## src/core/mcm_pkg.sv

```systemverilog
package mcm_pkg;
	typedef logic [15:0] mcm_word_type;
	typedef logic [7:0]  mcm_byte_type;
	typedef logic [2:0]  mcm_sel_type;

	// global address space windows
	localparam mcm_word_type BLOCKING_BASE    = 16'h0200;
	localparam mcm_word_type NONBLOCKING_BASE = 16'h0300;

	// register offsets
	localparam mcm_byte_type STATUS_OFS    = 8'hA2;
	localparam mcm_byte_type PERIOD_OFS    = 8'hA3;
	localparam mcm_byte_type UPPER_OFS     = 8'hA4;
	localparam mcm_byte_type LOWER_OFS     = 8'hA6;
	localparam mcm_byte_type VOLT_TRIM_OFS = 8'hA8;
	localparam mcm_byte_type CURR_TRIM_OFS = 8'hAA;

	// status field positions
	localparam int unsigned BANDGAP_BIT = 6;
	localparam int unsigned AMP_DONE_BIT = 4;
	localparam int unsigned CALREQ_BIT  = 0;
	localparam mcm_byte_type FLAG_MASK  = 8'h51;

	// reset values
	localparam logic         FLAG_RST   = 1'b0;
	localparam mcm_word_type UPPER_RST  = 16'h0000;
	localparam mcm_word_type LOWER_RST  = 16'h0000;
	localparam mcm_byte_type TRIM_RST   = 8'h00;
	localparam mcm_sel_type  COUNT_RST  = 3'h0;
	localparam mcm_word_type RDATA_RST  = 16'h0000;

	// two's complement trim limits
	localparam mcm_byte_type TRIM_MAX = 8'h7F;
	localparam mcm_byte_type TRIM_MIN = 8'h80;
endpackage : mcm_pkg

```

## src/core/mcm_filt_if.sv

```systemverilog
`timescale 1ns/1ps
interface mcm_filt_if;
	import mcm_pkg::*;
	logic         valid;
	mcm_word_type result;
	mcm_word_type upper;
	mcm_word_type lower;
	mcm_sel_type  period;
	logic         request;
	mcm_sel_type  count;

	modport ctrl (output valid, output result, output upper, output lower,
		output period, input request, input count);
	modport filt (input valid, input result, input upper, input lower,
		input period, output request, output count);
endinterface : mcm_filt_if

```

## src/core/mcm_monitor.sv

```systemverilog
`timescale 1ns/1ps
// Operation
// RL1: bandgap applied sets bit 6, W1C
// RL2: offset calibration done sets bit 4, W1C
// RL3: temperature out of range sets bit 0, W1C
// RL4: writing 1 to a flag advances sequence
// RL5: 3-bit period sets needed out-of-range count
// RL6: result at or above upper counts up
// RL7: result below lower counts up, else down
// RL8: voltage trim is 8-bit two's complement
// RL9: eight current trims, window picks by gain
// RL10: current trim values are 8-bit two's complement
// RL11: thresholds take only 16-bit accesses
// RL12: decode at blocking and non-blocking bases
// RL13: enabled calibration request raises interrupt
// RL14: start with shorted inputs launches calibration once
// RL15: counter floors at zero, request at period
// RL16: writing 0 keeps flags, unused bits zero
module mcm_monitor (
	input  wire logic                 CLK,
	input  wire logic                 SYS_RST,
	input  wire logic                 REG_RD,
	input  wire logic                 REG_WR,
	input  wire logic                 REG_WIDE,
	input  wire mcm_pkg::mcm_word_type REG_ADDR,
	input  wire mcm_pkg::mcm_word_type REG_WDATA,
	output      mcm_pkg::mcm_word_type REG_RDATA,
	input  wire logic                 BANDGAP_APPLIED,
	input  wire logic                 AMP_CAL_COMPLETE,
	input  wire logic                 AMP_OFFSET_CAL_START,
	input  wire logic                 AMP_INPUT_SHORT,
	input  wire logic                 CALIBRATION_IRQ_ENABLE,
	input  wire logic                 TEMP_VALID,
	input  wire mcm_pkg::mcm_word_type TEMP_RESULT,
	input  wire mcm_pkg::mcm_sel_type  TEMP_FILTER_PERIOD,
	input  wire mcm_pkg::mcm_sel_type  CURRENT_GAIN_SELECT,
	output      mcm_pkg::mcm_byte_type VOLTAGE_OFFSET_TRIM,
	output      mcm_pkg::mcm_byte_type CURRENT_OFFSET_VALUE,
	output      logic                 AMP_CAL_LAUNCH,
	output      logic                 NEXT_CAL_STEP,
	output      logic                 CAL_IRQ
);
	import mcm_pkg::*;

	typedef struct packed {
		logic                   bandgap_flag;
		logic                   amp_done_flag;
		logic                   calreq_flag;
		mcm_word_type           upper;
		mcm_word_type           lower;
		mcm_byte_type           volt_trim;
		logic [7:0][7:0]        curr_trim;
		mcm_word_type           rdata;
		mcm_byte_type           curr_out;
		logic                   start_seen;
		logic                   launch;
		logic                   next_step;
		logic                   irq;
	} mcm_state_type;

	mcm_state_type q;
	mcm_state_type d;
	mcm_filt_if    filt_bus ();
	logic          wr_status;
	mcm_byte_type  clr;
	mcm_byte_type  status_byte;

	// RL12 one register answers in both windows
	function automatic logic reg_hit(input mcm_word_type a, input mcm_byte_type ofs);
		return (a == BLOCKING_BASE + {8'h00, ofs}) ||
			(a == NONBLOCKING_BASE + {8'h00, ofs});
	endfunction : reg_hit

	assign filt_bus.valid = TEMP_VALID;
	assign filt_bus.result = TEMP_RESULT;
	assign filt_bus.upper = q.upper;
	assign filt_bus.lower = q.lower;
	assign filt_bus.period = TEMP_FILTER_PERIOD;

	mcm_tfilt u_tfilt (
		.CLK     (CLK),
		.SYS_RST (SYS_RST),
		.f       (filt_bus.filt)
	);

	always_comb begin
		d = q;
		d.launch = 1'b0;
		d.next_step = 1'b0;
		wr_status = REG_WR && reg_hit(REG_ADDR, STATUS_OFS);
		// RL16 zeros in the write data clear nothing
		clr = wr_status ? (REG_WDATA[7:0] & FLAG_MASK) : 8'h00;

		// clear first, then a same-cycle event sets again so it is not lost
		// RL1 bandgap flag
		if (clr[BANDGAP_BIT]) begin
			d.bandgap_flag = 1'b0;
		end
		if (BANDGAP_APPLIED) begin
			d.bandgap_flag = 1'b1;
		end
		// RL2 offset calibration done
		if (clr[AMP_DONE_BIT]) begin
			d.amp_done_flag = 1'b0;
		end
		if (AMP_CAL_COMPLETE) begin
			d.amp_done_flag = 1'b1;
		end
		// RL3 calibration request
		if (clr[CALREQ_BIT]) begin
			d.calreq_flag = 1'b0;
		end
		if (filt_bus.request) begin
			d.calreq_flag = 1'b1;
		end
		// RL4 advance sequence
		d.next_step = |clr;

		// RL13 interrupt gated by enable
		d.irq = d.calreq_flag && CALIBRATION_IRQ_ENABLE;

		// RL14 launch only on a fresh start with inputs shorted;
		// a start raised before the short is not retried
		d.start_seen = AMP_OFFSET_CAL_START;
		d.launch = AMP_OFFSET_CAL_START && !q.start_seen && AMP_INPUT_SHORT;

		if (REG_WR) begin
			// RL11 byte writes to thresholds are dropped
			if (reg_hit(REG_ADDR, UPPER_OFS)) begin
				if (REG_WIDE) begin
					d.upper = REG_WDATA;
				end
			end else if (reg_hit(REG_ADDR, LOWER_OFS)) begin
				if (REG_WIDE) begin
					d.lower = REG_WDATA;
				end
			end else if (reg_hit(REG_ADDR, VOLT_TRIM_OFS)) begin
				// RL8 signed byte held as is
				d.volt_trim = REG_WDATA[7:0];
			end else if (reg_hit(REG_ADDR, CURR_TRIM_OFS)) begin
				// RL9 RL10 window into selected slot
				d.curr_trim[CURRENT_GAIN_SELECT] = REG_WDATA[7:0];
			end
		end

		// RL16 unused status bits read zero
		status_byte = 8'h00;
		status_byte[BANDGAP_BIT] = q.bandgap_flag;
		status_byte[AMP_DONE_BIT] = q.amp_done_flag;
		status_byte[CALREQ_BIT] = q.calreq_flag;

		if (REG_RD) begin
			if (reg_hit(REG_ADDR, STATUS_OFS)) begin
				d.rdata = {8'h00, status_byte};
			end else if (reg_hit(REG_ADDR, PERIOD_OFS)) begin
				d.rdata = {13'h0000, TEMP_FILTER_PERIOD};
			end else if (reg_hit(REG_ADDR, UPPER_OFS)) begin
				d.rdata = REG_WIDE ? q.upper : RDATA_RST;
			end else if (reg_hit(REG_ADDR, LOWER_OFS)) begin
				d.rdata = REG_WIDE ? q.lower : RDATA_RST;
			end else if (reg_hit(REG_ADDR, VOLT_TRIM_OFS)) begin
				d.rdata = {8'h00, q.volt_trim};
			end else if (reg_hit(REG_ADDR, CURR_TRIM_OFS)) begin
				d.rdata = {8'h00, q.curr_trim[CURRENT_GAIN_SELECT]};
			end else begin
				d.rdata = RDATA_RST;
			end
		end

		// RL9 trim for the gain in use
		d.curr_out = q.curr_trim[CURRENT_GAIN_SELECT];
	end

	always_ff @(posedge CLK or posedge SYS_RST) begin
		if (SYS_RST) begin
			q.bandgap_flag <= FLAG_RST;
			q.amp_done_flag <= FLAG_RST;
			q.calreq_flag <= FLAG_RST;
			q.upper <= UPPER_RST;
			q.lower <= LOWER_RST;
			q.volt_trim <= TRIM_RST;
			q.curr_trim <= {8{TRIM_RST}};
			q.rdata <= RDATA_RST;
			q.curr_out <= TRIM_RST;
			q.start_seen <= 1'b0;
			q.launch <= 1'b0;
			q.next_step <= 1'b0;
			q.irq <= 1'b0;
		end else begin
			q <= d;
		end
	end

	assign REG_RDATA = q.rdata;
	assign VOLTAGE_OFFSET_TRIM = q.volt_trim;
	assign CURRENT_OFFSET_VALUE = q.curr_out;
	assign AMP_CAL_LAUNCH = q.launch;
	assign NEXT_CAL_STEP = q.next_step;
	assign CAL_IRQ = q.irq;
endmodule : mcm_monitor

```

## src/core/mcm_tfilt.sv

```systemverilog
`timescale 1ns/1ps
module mcm_tfilt (
	input  wire logic CLK,
	input  wire logic SYS_RST,
	mcm_filt_if.filt  f
);
	import mcm_pkg::*;

	typedef struct packed {
		mcm_sel_type count;
		logic        request;
	} mcm_filt_state_type;

	mcm_filt_state_type q;
	mcm_filt_state_type d;
	logic               outside;
	logic [3:0]         bumped;

	always_comb begin
		d = q;
		d.request = 1'b0;
		// RL6 RL7 out of either window
		outside = (f.result >= f.upper) || (f.result < f.lower);
		bumped = {1'b0, q.count} + 4'h1;
		if (f.valid) begin
			if (outside) begin
				// RL5 RL15 period reached
				if (bumped >= {1'b0, f.period}) begin
					d.request = 1'b1;
					d.count = COUNT_RST;
				end else begin
					d.count = bumped[2:0];
				end
			end else if (q.count != COUNT_RST) begin
				// RL15 floor at zero
				d.count = q.count - 3'h1;
			end
		end
	end

	always_ff @(posedge CLK or posedge SYS_RST) begin
		if (SYS_RST) begin
			q.count <= COUNT_RST;
			q.request <= 1'b0;
		end else begin
			q <= d;
		end
	end

	assign f.request = q.request;
	assign f.count = q.count;
endmodule : mcm_tfilt

```

## config.mk

```make
export PLATFORM = sky130hd
export DESIGN_NAME = mcm_monitor
export DESIGN_NICKNAME = d
export VERILOG_FILES = /design/src/core/mcm_pkg.sv /design/src/core/mcm_filt_if.sv /design/src/core/mcm_monitor.sv /design/src/core/mcm_tfilt.sv
export SDC_FILE = /design/constraint.sdc
export NUM_CORES = 1
export LEC_CHECK = 0
export ABC_AREA = 1
export BUFFER_PORTS_ARGS = -buffer_cell sky130_fd_sc_hd__buf_2
export CAP_MARGIN = 20
export CORE_MARGIN = 5
export CORE_UTILIZATION = 50
export CTS_BUF_LIST = sky130_fd_sc_hd__clkbuf_8
export CTS_CLUSTER_SIZE = 30
export DETAILED_ROUTE_END_ITERATION = 6
export PLACE_DENSITY_LB_ADDON = 0.25
export SLEW_MARGIN = 20
export SYNTH_ARGS = -nofsm -noshare
export SYNTH_HDL_FRONTEND = slang
export SYNTH_SLANG_ARGS = --single-unit
```

## constraint.sdc

```tcl
create_clock -name CLK -period 11.5 [get_ports CLK]
set_input_delay 1.15 -clock CLK [delete_from_list [all_inputs] [get_ports CLK]]
set_output_delay 1.15 -clock CLK [all_outputs]
set_load 0.02 [all_outputs]
```

==> results of run 1 <==
==> cell usage in the layout, fill, tap and decap left out, types with 17 or more instances in the layout <==
cell type	instances
sky130_fd_sc_hd__a21oi_1	33
sky130_fd_sc_hd__buf_2	98
sky130_fd_sc_hd__clkbuf_8	17
sky130_fd_sc_hd__dfrtp_1	139
sky130_fd_sc_hd__ha_1	37
sky130_fd_sc_hd__inv_1	107
sky130_fd_sc_hd__nand2_1	284
sky130_fd_sc_hd__nand3_1	65
sky130_fd_sc_hd__nor2_1	59
sky130_fd_sc_hd__o21ai_0	130
==> final cells by class <==
type | count | area (um^2) | area share, %
multi-input combinational | 655 | 3206 | 39.02
timing repair buffer | 101 | 513.0 | 6.244
tap | 184 | 230.2 | 2.802
sequential | 139 | 3478 | 42.34
inverter | 106 | 402.9 | 4.904
antenna | 1 | 2.502 | 0.03046
clock inverter | 15 | 148.9 | 1.812
clock buffer | 17 | 234.0 | 2.848
==> where the power goes <==
part	switching, uW	internal (uW)
registers	7.75	498
logic	83.9	44.5
clock network	201	192
total	292	734
==> cell families after synthesis <==
group                      synth area share [%]
and+or+nand+nor                           24.58
buffers and inverters                     11.12
AOI/OAI and AO/OA                         11.74
DFF                                       46.29
adders and majority gates                 6.160
xor gates and xnor gates                 0.1166
==> cell usage after synthesis <==
library cell / n / area share, %
sky130_fd_sc_hd__nand2_1: 284 / 14
sky130_fd_sc_hd__dfrtp_1: 139 / 46
sky130_fd_sc_hd__o21ai_0: 130 / 8.7
sky130_fd_sc_hd__inv_1: 106 / 5.3
sky130_fd_sc_hd__nand3_1: 66 / 4.4
sky130_fd_sc_hd__nor2_1: 59 / 2.9
sky130_fd_sc_hd__ha_1: 37 / 6.2
sky130_fd_sc_hd__a21oi_1: 33 / 2.2
sky130_fd_sc_hd__buf_4: 32 / 3.2
sky130_fd_sc_hd__clkbuf_1: 21 / 1.0
sky130_fd_sc_hd__nor3_1: 16 / 1.1
sky130_fd_sc_hd__buf_6: 8 / 1.2
sky130_fd_sc_hd__buf_2: 5 / 0.33
sky130_fd_sc_hd__nor2_2: 5 / 0.42
sky130_fd_sc_hd__nand3b_1: 4 / 0.40
sky130_fd_sc_hd__or2_2: 4 / 0.33
sky130_fd_sc_hd__nand4_1: 3 / 0.25
sky130_fd_sc_hd__a21boi_0: 2 / 0.20
sky130_fd_sc_hd__o21a_1: 2 / 0.20
sky130_fd_sc_hd__o21bai_1: 2 / 0.20
sky130_fd_sc_hd__a21o_1: 1 / 0.10
sky130_fd_sc_hd__a31oi_1: 1 / 0.083
sky130_fd_sc_hd__buf_1: 1 / 0.050
sky130_fd_sc_hd__nand3_2: 1 / 0.13
sky130_fd_sc_hd__nor2_4: 1 / 0.15
sky130_fd_sc_hd__nor3_4: 1 / 0.22
sky130_fd_sc_hd__nor4_1: 1 / 0.083
sky130_fd_sc_hd__o31ai_1: 1 / 0.10
sky130_fd_sc_hd__xor2_1: 1 / 0.12
==> state kept, by name, summed over array words and instances (netlist names), 3 cells and up <==
register	count
CURRENT_OFFSET_VALUE	8
REG_RDATA	16
VOLTAGE_OFFSET_TRIM	8
filt_bus.lower	16
filt_bus.upper	16
q	68
u_tfilt.f.count	3
==> stage by stage <==
stage / total power [uW] / utilization (%)
6_report: 1026 / 56.10
5_1_grt: 1077 / 56.08
4_1_cts: 1033 / 56.05
3_5_place_dp: 644.2 / 53.43
3_3_place_gp: 642.0 / 53.43
2_1_floorplan: 605.6 / -
==> critical path, delay by kind of cell <==
| family | cells | cell delay [ns] |
|---|---|---|
| buffers and inverters | 3 | 1.28 |
| AND/OR/NAND/NOR | 9 | 1.47 |
==> per-layer routing <==
metal,track usage [%],wire (um),up-vias,share of wire [%]
met4,7.217,340,0,1.9
met1,31.71,9249,2922,51
met5,0,0,-,0
met2,30.74,7641,182,42
met3,5.125,1050,29,5.7
li1,-,-,3177,-
==> final timing paths <==
| check | from | to | slack [ns] | cells after the start |
|---|---|---|---|---|
| setup / recovery | CURRENT_GAIN_SELECT[0] | REG_RDATA[7] | 7.96 | 12 |
| hold / removal | q[3] | AMP_CAL_LAUNCH | 0.39 | 1 |
| setup reg to reg | filt_bus.upper[2] | u_tfilt.f.count[1] | 9.41 | 16 |
| hold reg to reg | q[3] | AMP_CAL_LAUNCH | 0.39 | 1 |
| max in group asynchronous | SYS_RST | filt_bus.upper[14] | 9.47 | 3 |
| min in group asynchronous | SYS_RST | q[48] | 0.81 | 2 |
==> results.txt, run 1 <==
The maximum number of pins on one net before global-route repair is 82. The cell area after placement is roughly 0.0078 mm^2. In this run, the number of DRC markers left after iteration 0 of detailed routing was 487.

Leaving out filler cells and counting taps, the final layout contains 1218. The number of setup violations in the final report is 0. The clock insertion delay at the later pin of the skew report came out at 0.47 ns. Buffers inserted during clock tree synthesis total 17. The residual antenna-violating net count after detailed routing came out at 0.

The area of the die came out at approximately 0.018 mm^2. Hold is met by ~0.39 ns. The cell with the most instances on the worst path is sky130_fd_sc_hd__nand2_1. The post-route DRC violation count came out at 0. The quantity of hold-fixing buffers added after cts came out at 0.

The congestion estimate from routability-driven global placement came to 0.8763. The die is 132.6 um wide. The net count of the mapped netlist is 1069. Setup total negative slack on the finished layout was measured at 0 ns.

The fraction of final layout cells with drive strength greater than 1 came out at 14.04%. The transition time at the pin with the least slew margin came out at 0.7991 ns. The vertical extent of the die came out at 132.6 um. VDD sags by at most 66.43 uV. 100 I/O pins were placed. The areal power density over the cells came out at 124.9 mW/mm^2. The first detailed-routing pass ran for 5 iterations. The total count of max-transition violations in the final report was 0. By startpoint and endpoint, the worst setup path is classified as input pin to register. The maximum net fanout on the critical path is 31. The overflow left after global routing came out at 0.

The flow ran to the end, and the final reports show no timing, DRC or antenna violations. Yosys printed 0 warnings. The total of buffers placed on input and output ports is 98. The minimum clock period after layout came out at roughly 3.5 ns. The floorplan core area is 0.01464 mm^2. Global routing consumed, over all layers together, 21.38% of the routing resources. The detailed placement HPWL came out at 13.22 mm. After routing the design area is 0.008215 mm^2. The total of cells resized after clock tree synthesis is 0.

The largest stage delay on the critical path came out at 0.67 ns. Walking the worst path, the cells encountered are buf_2 -> inv_1 -> buf_4 -> nand2_1 -> nor2_1 -> nor3_1 -> nand2_1 -> nand2_1 -> nand3_1 -> nand2_1 -> nand3_1 -> nand2_1. The post-synthesis area per instance came out at 7.771 um^2. The signed area change from the synthesized netlist to the final layout is 9.324%. After synthesis, the netlist uses 29 different library cells. CTS placed an instance of sky130_fd_sc_hd__clkbuf_8 at the clock tree root. The standby leakage power is 0.004201 uW. The final layout contains routed wiring with a total length of 18.28 mm. The worst setup path is launched from an input pin. The maximum number of buffers from clock root to sink is 2. The clock sink count is around 140. The layout has 1413 filler cells.

The hold violation count in the final report came out at 0. Dividing the detail-routed wire length by the instance count gives 15.01 um. The post-synthesis cell count came out at 967. The number of nets in the finished design is ~1100. TritonCTS built the clock tree. In this run, placement finished with an instance count of around 1200.

The initial standard-cell utilization of the core is 51.32%. STA puts the critical path data arrival time at between 3 and 4 ns. The slack of the critical path came out at 7.965 ns. The via density per instance came out at ~5.2.

Setup repair after global routing left no endpoint under its margin. Row generation in the floorplan step produced 44 rows. The first global-routing pass estimated 30.18 mm of wire.

The number of setup buffers added after CTS came out at 0. The number of global-route vias before repair is 5886. The cell area after synthesis came out at roughly 0.0075 mm^2.

The tool flagged a number of max-cap violations equal to 0. The worst setup slack after placement is 7.607 ns. The cell at the slowest stage of the critical path is sky130_fd_sc_hd__nor3_1.

Clock-pin slew was measured on the worst setup and hold paths at 0.08 ns. The relative slew slack is 46.32%. For the final database, setup skew stands at around 0.011 ns. The number of levels the H-tree was split into came out at 4.

The type of destination of the critical path is a register. The worst hold path belongs to the class register to register. Derived from the worst setup path, the maximum achievable clock frequency is 282.9 MHz. The via total after detailed routing is 6310. The number of antenna violations at the first check in global routing is 0. The sequential fraction of the synthesis area is 46.29%.

The number of register bits inferred by synthesis came out at 139. The worst path uses 30.74% of the clock period. The data required time of the worst path is 11.91 ns.
(Power assumes the default switching activity.)
==> run 2: changes to the inputs <==
Clock period 11.5 ns to 3.1 ns, I/O delays scaled along.
==> run 2 against run 1 <==
Effect of this change:
- clock skew is 0.0016 ns lower
- setup slack worse by 6.9 ns
- cell count is 0.49% higher
- first-iteration DRC count is 32% higher
- sequential cell count stayed put
- combinational power grew to 3.8 times the previous value
- routed wire length is 2.8% higher
- critical path type unchanged
- largest power group unchanged
- highest routed layer unchanged
==> results.txt, run 2 (synthesis results as in run 1) <==
The cell-internal power came out at 2919 uW (+300%). Timing would allow up to 481.1 MHz. The global-route wire length before repair is 30.81 mm (+2.1%). The number of levels the H-tree was split into is 4 (unchanged). STA classifies the critical path startpoint as an input pin.

The routed wire length is 18.79 mm (+2.8%). The flip-flop and latch area is 0.003478 mm^2 (unchanged). The via total after detailed routing came out at 6409 (+1.6%). The number of cell rows came to 44 (unchanged).

The total count of max-transition violations in the final report is 0 (unchanged). The overflow left after global routing came out at 0 (unchanged). The number of setup violations in the final report is 0 (unchanged).

The average detailed-routed wire length per instance is 15.35 um (+2.3%). The final total negative setup slack is 0 ns (unchanged). The switching portion of total power is 26.94% (-1.5 points). The max-capacitance violation count was 0 (unchanged). The path class of the tightest hold or removal check is input pin to asynchronous set/reset pin. The reg-to-reg critical path endpoint is u_tfilt.f.count[1].

The transition time at the pin with the least slew margin is 0.9483 ns (+0.1492 ns). The origin of the critical flop-to-flop path is filt_bus.upper[1]. The antenna diode instance count is 0 (-1). The die width came out at 132.6 um (unchanged). The relative slew slack was 36.65% (-9.7 points). The hold violation count in the final report is 0 (unchanged). The tree is rooted in a sky130_fd_sc_hd__clkbuf_8. The initial DRC count is 642 (+32%). The detailed placement HPWL was 13.86 mm (+4.9%). Setup repair after global routing left no endpoint under its margin. The number of filler cells placed in the layout is 1352 (-4.3%). The number of nets in the finished design came out at 1130 (+0.71%). The post-route DRC violation count came out at 0 (unchanged). The clock sink count came to 139 (unchanged).

The sequential power share is 46.9% (-2.3 points). The maximum number of buffers from clock root to sink was 2 (unchanged). In the layout the commonest cells are 284 x sky130_fd_sc_hd__nand2_1, 139 x sky130_fd_sc_hd__dfrtp_1, 130 x sky130_fd_sc_hd__o21ai_0. The standby leakage power is 0.004261 uW (+1.4%). The data required time of the worst path came to 3.46 ns (-8.45 ns). More flip-flops sit in one register than any other, and that register is q. In this run the worst setup path begins at REG_ADDR[11].

The minimum clock period after layout is a little over 2 ns. The initial standard-cell utilization of the core is 51.32% (unchanged). The final cycle utilization of the critical path came out at roughly 67%. The fraction of final layout cells with drive strength greater than 1 is 14.52% (+0.48 points). The area of the die was 0.01758 mm^2 (unchanged). The maximum number of pins on one net before global-route repair came out at 45 (-45%). The total of cells resized after clock tree synthesis came out at 0 (unchanged). The worst setup path is captured at a register. The number of global-route vias before repair came out at 5876 (-0.17%). The vertical extent of the die was 132.6 um (unchanged).

The largest clock skew in the final design came out at 0.009616 ns (-0.001577 ns). The number of antenna violations at the first check in global routing is 0 (unchanged). The overall fraction of global-route tracks in use was 21.95% (+0.57 points). The last weighted congestion value of the routability-driven placer is 0.8956 (+2.2%). The floorplan core area is 0.01464 mm^2 (unchanged). The clock insertion delay at the later pin of the skew report came out at 0.45 ns (-0.02 ns). The share of total power in the clock network came out at 40.8% (+2.6 points). The signed area change from the synthesized netlist to the final layout is 11.11%.

The switching component of the power is 1076 uW (+270%). The number of primary I/O pins is 100 (unchanged). The clock-pin transition on the worst setup and hold timing paths is 0.09 ns (about the same). The run finished with clean final reports.

The areal power density over the cells came out at 478.5 mW/mm^2 (+280%). The critical path ends at q[55]. The area of the multi-input gates is 0.003201 mm^2 (-0.16%). The number of iterations in the first detailed-routing pass came out at 5 (unchanged). The final instance count without filler cells came to 1224 (+0.49%). The clock tree from TritonCTS is done. The flip-flop count of the largest register, all copies and words added came to 68 (unchanged). The arrival time at the worst endpoint came out at 2.44 ns (-1.50 ns). The maximum net fanout on the critical path came out at 16 (-48%). The cell count after placement is 1192 (+0.59%). The total of buffers placed on input and output ports was 98 (unchanged). The residual antenna-violating net count after detailed routing came to 0 (unchanged).

The maximum vdd ir drop is 301.1 uV (+350%). Leaving out fill and tap cells, the most frequent cell in the layout is sky130_fd_sc_hd__nand2_1. The clock buffer count from CTS came out at 17 (unchanged). The count of cells along the worst register-to-register path came to 16 (unchanged). The combinational share of power came to 12.3% (-0.2 points). The slack of the worst reg-to-reg path came to 1.06 ns (-8.35 ns). The worst setup path is of the input pin to register kind. The via density per instance is 5.236 (+1.1%).
[run 2: worst min path at each step]
stage          cells past startpoint              to  slack (ns)
2_1_floorplan                      0            q[3]        0.34
3_3_place_gp                       1  AMP_CAL_LAUNCH        0.39
3_5_place_dp                       1  AMP_CAL_LAUNCH        0.39
4_1_cts                            2          q[133]        0.04
5_1_grt                            3  AMP_CAL_LAUNCH        0.05
6_report                           2           q[83]        0.05
[run 2: power groups by stage]
stage,clock network [uW],logic (uW),registers [uW]
detailed placement,0,492,1910
CTS,1650,495,1870
floorplan,0,343,1900
global placement,0,482,1910
finish,1630,492,1870
global route,1730,570,1880
[run 2: cell type report]
cell class,instances,area share [%]
repair buffers,109,7.193
multi-input cells,655,38.33
clock buffers,18,2.967
flip-flops and latches,139,41.66
clock inverters,13,2.278
inverters,106,4.810
well taps,184,2.757
[run 2: through the flow]
stage	worst slack, ns	util [%]	total power [uW]	hold slack (ns)	area [um^2]
3_5_place_dp	0.5548	53.96	2403	0.3945	7901
2_1_floorplan	1.055	-	2247	0.3414	7518
5_1_grt	0.7450	57.01	4181	0.05440	8349
4_1_cts	1.012	57.01	4015	0.04347	8349
6_report	1.022	57.01	3995	0.04856	8349
3_3_place_gp	0.6229	53.96	2392	0.3891	7901
[run 2: worst max-delay path, cell delays in order]
cell and delay [ns]:
sky130_fd_sc_hd__buf_2 0.10, sky130_fd_sc_hd__nor2_1 0.09, sky130_fd_sc_hd__nand2_1 0.06, sky130_fd_sc_hd__nor2_2 0.30
sky130_fd_sc_hd__nand3_1 0.26, sky130_fd_sc_hd__nor3_4 0.45, sky130_fd_sc_hd__nand3_1 0.52, sky130_fd_sc_hd__o21ai_0 0.34
[run 2: routing by layer]
layer	share of wire, %	wire (um)	global-route usage [%]
met1	49	9127	33.16
met2	43	8098	32.10
met3	6.8	1279	4.214
met4	1.5	284	6.524
met5	0	0	0
[run 2: what timing repair did]
| action | in CTS | in global routing |
|---|---|---|
| hold endpoints to repair | 1 | 0 |
| hold buffers | 1 | 0 |
| setup buffers | 0 | 0 |
